File: config.mk
export PLATFORM = sky130hd
export DESIGN_NAME = vpsr_top
export DESIGN_NICKNAME = d
export VERILOG_FILES = /design/src/vpsr_pkg.sv /design/src/vpsr_top.sv
export SDC_FILE = /design/constraint.sdc
export NUM_CORES = 1
export LEC_CHECK = 0
export ABC_AREA = 1
export BUFFER_PORTS_ARGS = -buffer_cell sky130_fd_sc_hd__buf_4
export CAP_MARGIN = 20
export CORE_UTILIZATION = 44
export CTS_BUF_LIST = sky130_fd_sc_hd__clkbuf_8
export CTS_CLUSTER_SIZE = 24
export DETAILED_ROUTE_END_ITERATION = 8
export GPL_TIMING_DRIVEN = 0
export PLACE_DENSITY = 0.9
export SYNTH_ARGS = -nofsm -noshare
export SYNTH_HDL_FRONTEND = slang
export SYNTH_SLANG_ARGS = --single-unit
File: constraint.sdc
create_clock -name pclk -period 2.1 [get_ports pclk]
set_clock_uncertainty 0.1 [all_clocks]
set_input_delay 0.63 -clock pclk [delete_from_list [all_inputs] [get_ports pclk]]
set_output_delay 0.63 -clock pclk [all_outputs]
set_load 0.01 [all_outputs]
File: src/vpsr_pkg.sv
package vpsr_pkg;

	////////////////////////////////////////////////////////////////////////
	// Register map (byte addresses on the APB)
	localparam int          ADDR_W        = 12;
	localparam logic [11:0] CTRL_OFFSET   = 12'h000;
	localparam logic [11:0] STATUS_OFFSET = 12'h004;

	// Control register fields
	localparam int          CTRL_SEL_LSB  = 0;
	localparam logic [1:0]  CTRL_SEL_RST  = 2'h0;

	// Number of video ports and synchroniser width
	localparam int          NUM_PORTS     = 4;
	localparam int          SYNC_W        = 7;

	// Raw pin bundle order inside the synchroniser vector
	localparam int          SY_PWR_LSB    = 0;
	localparam int          SY_SINK_HPD   = 4;
	localparam int          SY_SEL_LSB    = 5;

	////////////////////////////////////////////////////////////////////////
	// Status word as read back by software
	typedef struct packed {
		logic [19:0] zero;
		logic [1:0]  active_port;
		logic        power_ind;
		logic        irq;
		logic [3:0]  power_sense;
		logic        sink_hotplug;
		logic        reg_mode;
		logic        awake;
		logic        reserved;
	} vpsr_status_t;

	// Two select bits to a one-hot port vector, port 1 in bit 0
	function automatic logic [3:0] port_onehot(input logic [1:0] sel);
		port_onehot = 4'h1 << sel;
	endfunction

endpackage

File: src/vpsr_top.sv
//
// Operation
// RULE1: Select pins decode binary to ports one to four
// RULE2: Only the selected port keeps terminations
// RULE3: Sink control lines join the selected port only
// RULE4: Selected port hot-plug follows sink hot-plug
// RULE5: Unselected port hot-plug follows own power sense
// RULE6: Power indicator shows selected port power sense
// RULE7: Low-power input low turns everything off
// RULE8: Pins select only while control-mode input low
// RULE9: Pin mode interrupt shows selected clock valid
// RULE10: Select and sense pins pass two-stage synchronisers
`timescale 1ns/100ps
module vpsr_top (
	// Clock and reset
	input  wire logic        pclk,
	input  wire logic        presetn,
	// APB slave
	input  wire logic        psel,
	input  wire logic        penable,
	input  wire logic        pwrite,
	input  wire logic [11:0] paddr,
	input  wire logic [31:0] pwdata,
	output logic      [31:0] prdata,
	output logic             pready,
	output logic             pslverr,
	// Mode and selection pins
	input  wire logic        low_power_select_n,
	input  wire logic        control_mode_select,
	input  wire logic        port_select_low_bit,
	input  wire logic        port_select_high_bit,
	// Status inputs
	input  wire logic        sink_hotplug_in,
	input  wire logic [3:0]  port_power_sense,
	input  wire logic [3:0]  port_clock_valid,
	// Routed status outputs
	output logic      [3:0]  port_hotplug_out,
	output logic             selected_power_indicator,
	output logic             irq_out,
	output logic             outputs_oe,
	output logic      [3:0]  port_term_en,
	// Sink side control lines, open drain
	input  wire logic        sink_scl_in,
	output logic             sink_scl_out,
	output logic             sink_scl_oe,
	input  wire logic        sink_sda_in,
	output logic             sink_sda_out,
	output logic             sink_sda_oe,
	// Port side control lines, open drain
	input  wire logic [3:0]  port_scl_in,
	output logic      [3:0]  port_scl_out,
	output logic      [3:0]  port_scl_oe,
	input  wire logic [3:0]  port_sda_in,
	output logic      [3:0]  port_sda_out,
	output logic      [3:0]  port_sda_oe
);

	////////////////////////////////////////////////////////////////////////
	// Declarations
	logic [6:0]  sync1_ff, sync2_ff;
	logic [1:0]  ctrl_sel_ff;
	logic [31:0] prdata_ff;
	logic [3:0]  hpd_ff, term_ff;
	logic        pind_ff, irq_ff, oe_ff;
	logic [3:0]  pscl_oe_ff, psda_oe_ff;
	logic        sscl_oe_ff, ssda_oe_ff;
	vpsr_pkg::vpsr_status_t status;

	wire  [6:0]  raw_pins   = {port_select_high_bit, port_select_low_bit,
		sink_hotplug_in, port_power_sense};
	wire  [1:0]  pin_sel    = sync2_ff[vpsr_pkg::SY_SEL_LSB +: 2];
	wire         sink_hpd   = sync2_ff[vpsr_pkg::SY_SINK_HPD];
	wire  [3:0]  pwr_sense  = sync2_ff[vpsr_pkg::SY_PWR_LSB +: 4];
	wire         awake      = low_power_select_n;

	////////////////////////////////////////////////////////////////////////
	// Pin synchronisers; stage one feeds stage two only
	always_ff @(posedge pclk or negedge presetn) begin
		if (!presetn) begin
			sync1_ff <= 7'h00;
			sync2_ff <= 7'h00;
		end else begin
			sync1_ff <= raw_pins; // RULE10
			sync2_ff <= sync1_ff; // RULE10
		end
	end

	////////////////////////////////////////////////////////////////////////
	// Port selection: pins in pin mode, register in register mode
	wire  [1:0]  act_sel    = control_mode_select ? ctrl_sel_ff : pin_sel; // RULE8
	wire  [3:0]  act_oh     = vpsr_pkg::port_onehot(act_sel); // RULE1
	wire  [3:0]  act_mask   = awake ? act_oh : 4'h0; // RULE7

	// Next values of routed outputs; all forced quiet in low power
	wire  [3:0]  nxt_term   = act_mask; // RULE2
	wire  [3:0]  nxt_hpd    = awake ? ((act_oh & {4{sink_hpd}}) // RULE4
		| (~act_oh & pwr_sense)) : 4'h0; // RULE5
	wire         nxt_pind   = |(act_mask & pwr_sense); // RULE6
	wire         nxt_irq    = !control_mode_select
		& |(act_mask & port_clock_valid); // RULE9

	// Control line repeater; a side is only mirrored if we are not the
	// ones pulling it low, which keeps the two halves from latching up
	wire  [3:0]  nxt_pscl   = act_mask & {4{~sink_scl_in & ~sscl_oe_ff}};
	wire  [3:0]  nxt_psda   = act_mask & {4{~sink_sda_in & ~ssda_oe_ff}};
	wire         nxt_sscl   = |(act_mask & ~port_scl_in & ~pscl_oe_ff);
	wire         nxt_ssda   = |(act_mask & ~port_sda_in & ~psda_oe_ff);

	always_ff @(posedge pclk or negedge presetn) begin
		if (!presetn) begin
			term_ff    <= 4'h0;
			hpd_ff     <= 4'h0;
			pind_ff    <= 1'b0;
			irq_ff     <= 1'b0;
			oe_ff      <= 1'b0;
			pscl_oe_ff <= 4'h0;
			psda_oe_ff <= 4'h0;
			sscl_oe_ff <= 1'b0;
			ssda_oe_ff <= 1'b0;
		end else begin
			term_ff    <= nxt_term;
			hpd_ff     <= nxt_hpd;
			pind_ff    <= nxt_pind;
			irq_ff     <= nxt_irq;
			oe_ff      <= awake; // RULE7
			pscl_oe_ff <= nxt_pscl; // RULE3
			psda_oe_ff <= nxt_psda; // RULE3
			sscl_oe_ff <= nxt_sscl; // RULE3
			ssda_oe_ff <= nxt_ssda; // RULE3
		end
	end

	assign port_term_en             = term_ff;
	assign port_hotplug_out         = hpd_ff;
	assign selected_power_indicator = pind_ff;
	assign irq_out                  = irq_ff;
	assign outputs_oe               = oe_ff;
	assign port_scl_oe              = pscl_oe_ff;
	assign port_sda_oe              = psda_oe_ff;
	assign sink_scl_oe              = sscl_oe_ff;
	assign sink_sda_oe              = ssda_oe_ff;
	assign port_scl_out             = 4'h0;
	assign port_sda_out             = 4'h0;
	assign sink_scl_out             = 1'b0;
	assign sink_sda_out             = 1'b0;

	////////////////////////////////////////////////////////////////////////
	// APB slave: zero wait states, read data prepared in the setup cycle
	wire         hit_ctrl   = paddr == vpsr_pkg::CTRL_OFFSET;
	wire         hit_status = paddr == vpsr_pkg::STATUS_OFFSET;
	wire         setup_rd   = psel & ~penable & ~pwrite;
	wire         ctrl_wr    = psel & penable & pwrite & hit_ctrl & awake;

	always_comb begin
		status              = '0;
		status.active_port  = act_sel;
		status.power_ind    = pind_ff;
		status.irq          = irq_ff;
		status.power_sense  = pwr_sense;
		status.sink_hotplug = sink_hpd;
		status.reg_mode     = control_mode_select;
		status.awake        = awake;
	end

	wire  [31:0] rd_word    = hit_ctrl ? {30'h0, ctrl_sel_ff} :
		hit_status ? status : 32'h0000_0000;

	// Writes are ignored in low power since all controls are ignored then
	always_ff @(posedge pclk or negedge presetn) begin
		if (!presetn) begin
			ctrl_sel_ff <= vpsr_pkg::CTRL_SEL_RST;
			prdata_ff   <= 32'h0000_0000;
		end else begin
			if (ctrl_wr)
				ctrl_sel_ff <= pwdata[vpsr_pkg::CTRL_SEL_LSB +: 2];
			if (setup_rd)
				prdata_ff <= rd_word;
		end
	end

	assign prdata  = prdata_ff;
	assign pready  = 1'b1;
	assign pslverr = psel & penable & ~(hit_ctrl | hit_status);
endmodule
==> impl_metrics.csv <==
group,metric,value,unit
run_status,outcome,"finished, violations left",
run_status,violations,"negative setup slack",
worst_setup_path,critPathSlowestCell,"nor3b_2",
routing,drc,0,
pwr,leakage,1.776,nW
pwr,p_int,1.356,mW
clock_network,clock-sinks,49,
floorplan,initial_core_util,46.32,%
yosys,ys_async_sr_fraction,100.0,%
routing,drt_first_iter_violations,107,
pwr,p_per_area,573.4,mW/mm^2
yosys,synthCells,238,
clock_network,root_buffer,"clkbuf_8",
routing,wl_per_cell,12.43,um
worst_setup_path,worstPathRequired,1.37,ns
layout,final_cell_area,0.003219,sq mm
floorplan,rows,25,
worst_setup_path,r2r_start,"ctrl_sel_ff[1]",
timing,setup_viol,1,
clock_network,htree_levels,2,
routing,drt_first_pass_iters,4,
layout,drive_above_1_share,45.00,%
floorplan,die_x,72.75,um
yosys,synth_top_flop_cell,"dfrtp_1",
routing,num_vias,1969,
layout,seq_area,0.001226,sq mm
worst_setup_path,rr_endpoint,"irq_out",
timing,hold_violations,0,
global_routing,grt_use_met2,32.29,%
yosys,yosysSeqAreaShare,55.68,%
layout,fill_cells,354,
worst_setup_path,crit_path_start_kind,"primary input",
pwr,p_total,1.846,mW
yosys,synth_cell_types,22,
yosys,syn_area,0.002202,sq mm
clock_network,numCtsBuffers,5,
worst_setup_path,slowest_delay,0.16,ns
worst_setup_path,end_kind,"primary output",
pwr,ir_drop,489.2,uV
pwr,clock_power_share,30.2,%
placed_design,placed_area,0.002958,sq mm
global_routing,use_met3,4.972,%
worst_setup_path,crit_top_cell,"nor2_4",
global_routing,antenna_found_initial,0,
timing,setup_ws,-0.08376,ns
pwr,p_seq_share,53.7,%
worst_setup_path,reg2reg_depth,6,
pwr,pwr-share-comb,16.2,%
yosys,ys_ff_latch,49,
global_routing,top_usage_layer,"met2",
timing,grt_setup_unrepaired,"yes",
global_routing,grt_overflow,0,
pwr,power.switching,490.1,uW
clock_network,path_clk_slew,0.09,ns
global_routing,grtUsageTotal,19.72,%
worst_setup_path,path_cells,"buf_6 -> nor2_4 -> nand2_2 -> nor2_4 -> nand3_2 -> nor3b_2 -> buf_4",
layout,diodes,0,
worst_setup_path,rrSetupSlack,0.78,ns
placed_design,place.gp.congestion,0.7778,
floorplan,ios,137,
global_routing,use_met1,23.72,%
routing,routed_via_density,4.611,
timing,clock.fmax,0.4579,GHz
timing,finalCriticalPeriod,2.184,ns
layout,area_growth_syn_to_layout,46.19,%
worst_setup_path,arrival,1.45,ns
yosys,synth_edf_count,0,
yosys,yosysWarnings,0,
flow_run,max_cap_violations,0,
global_routing,grt_pass1_vias,1831,
floorplan,coreArea,0.004755,sq mm
timing,tightestPinTransition,0.5839,ns
worst_setup_path,cpLargestDelayFamily,"simple AND/OR/NAND/NOR gates",
clock_network,clk_latency,0.31,ns
global_routing,grt_pass1_wl,7907,um
layout,layout_commonest_cell,"buf_4",
yosys,synth.avg_cell_area,9.253,sq um
placed_design,hpwl,3474,um
timing,maxSlewViolCount,0,
worst_setup_path,crit_buf_inv,2,
floorplan,die_h,72.75,um
worst_setup_path,cp_max_fo,3,
timing,timing.final.crit_share,104.0,%
pwr,sw_frac_of_total,26.55,%
timing,slew-limit-headroom,61.07,%
layout,final_cell_mix,"108 x buf_4, 63 x nand2_1, 49 x dfrtp_1, 31 x conb_1, 27 x nor2_1",
floorplan,die_area,0.005292,sq mm
worst_hold_path,hold_path_class,"in2async",
placed_design,portBuffers,75,
clock_network,cts_tree,"done",
routing,routed_wl,5309,um
worst_setup_path,crit_type,"in2out",
layout,multi_input_area,872.1,sq um
clock_network,cts_buffer_depth,2,
global_routing,grt_max_degree,50,
layout,final_nets,431,
routing,antenna_left,0,
## stage by stage
stage / cells / setup slack [ns] / setup TNS, ns / hold WS [ns] / utilization, %
after floorplan: 267 / 0.06088 / 0 / 0.2312 / -
after global placement: 409 / -0.1674 / -0.1674 / 0.2336 / 62.21
after detailed placement: 409 / -0.2277 / -0.2277 / 0.2347 / 62.21
after CTS: 424 / -0.03746 / -0.03746 / 0.2454 / 66.08
after global routing: 427 / -0.09538 / -0.1138 / 0.2568 / 67.71
final: 427 / -0.08376 / -0.08376 / 0.2147 / 67.71
## cell usage after synthesis (2+ instances only)
| library cell | instances | share of area (%) |
|---|---|---|
| a21oi_1 | 3 | 0.68 |
| inv_1 | 9 | 1.5 |
| nor2_4 | 5 | 2.6 |
| nor2_2 | 2 | 0.57 |
| or2_2 | 2 | 0.57 |
| inv_2 | 4 | 0.68 |
| nand2_2 | 5 | 1.4 |
| nor3_1 | 4 | 0.91 |
| nand2_1 | 66 | 11 |
| conb_1 | 2 | 0.34 |
| dfrtp_1 | 49 | 56 |
| nand3_1 | 6 | 1.4 |
| nand4_1 | 6 | 1.7 |
| nor2_1 | 32 | 5.5 |
| buf_4 | 31 | 11 |
| nand2_4 | 6 | 3.1 |
## kinds of logic after synthesis
logic type             Yosys count  synth area share (%)
and+or+nand+nor                137                 29.89
buffers and inverters           46                 13.18
other                            2                0.3410
AOI/OAI and AO/OA                4                0.9087
DFF                             49                 55.68
## power by group through the flow
stage | sequential [mW] | clock, mW | combinational [mW]
3_5_place_dp | 1.01 | 0 | 0.273
3_3_place_gp | 1.01 | 0 | 0.267
6_report | 0.990 | 0.557 | 0.299
5_1_grt | 0.994 | 0.594 | 0.325
2_1_floorplan | 1.02 | 0 | 0.139
4_1_cts | 0.990 | 0.560 | 0.281
## layout make-up
type	instances	share of cell area, %
multi-input combinational	173	27.09
clock buffer	5	2.138
buffer	33	7.501
inverter	13	1.516
tap	67	2.604
clock inverter	3	0.6607
sequential	49	38.09
timing repair buffer	84	20.40
## worst max path at each step
stage	slack, ns	start	cells after the start	to
after floorplan	0.06	paddr[7]	5	pslverr
after global placement	-0.17	paddr[1]	7	pslverr
after detailed placement	-0.23	paddr[1]	7	pslverr
after CTS	-0.04	paddr[1]	7	pslverr
after global routing	-0.1	paddr[10]	7	pslverr
final	-0.08	paddr[10]	7	pslverr
## per-layer routing
| layer | up-vias | wire length, um |
|---|---|---|
| met2 | 107 | 2712 |
| met3 | 17 | 372 |
| li1 | 913 | - |
| met1 | 932 | 2066 |
| met4 | 0 | 157 |
| met5 | - | 0 |
## sequential cells by signal, summed over array words and instances, names as in the netlist, 2 cells and up
name              count
ctrl_sel_ff           2
port_hotplug_out      4
port_scl_oe           4
port_sda_oe           4
port_term_en          4
prdata               12
sync1_ff              7
sync2_ff              7
## repair_timing
item	CTS	global route
endpoints found under the setup margin	1	11
gates resized for setup	12	15
gates cloned	0	1
hold buffers	0	0
buffers inserted	7	2
pin swaps	2	13
(Power assumes the default switching activity.)
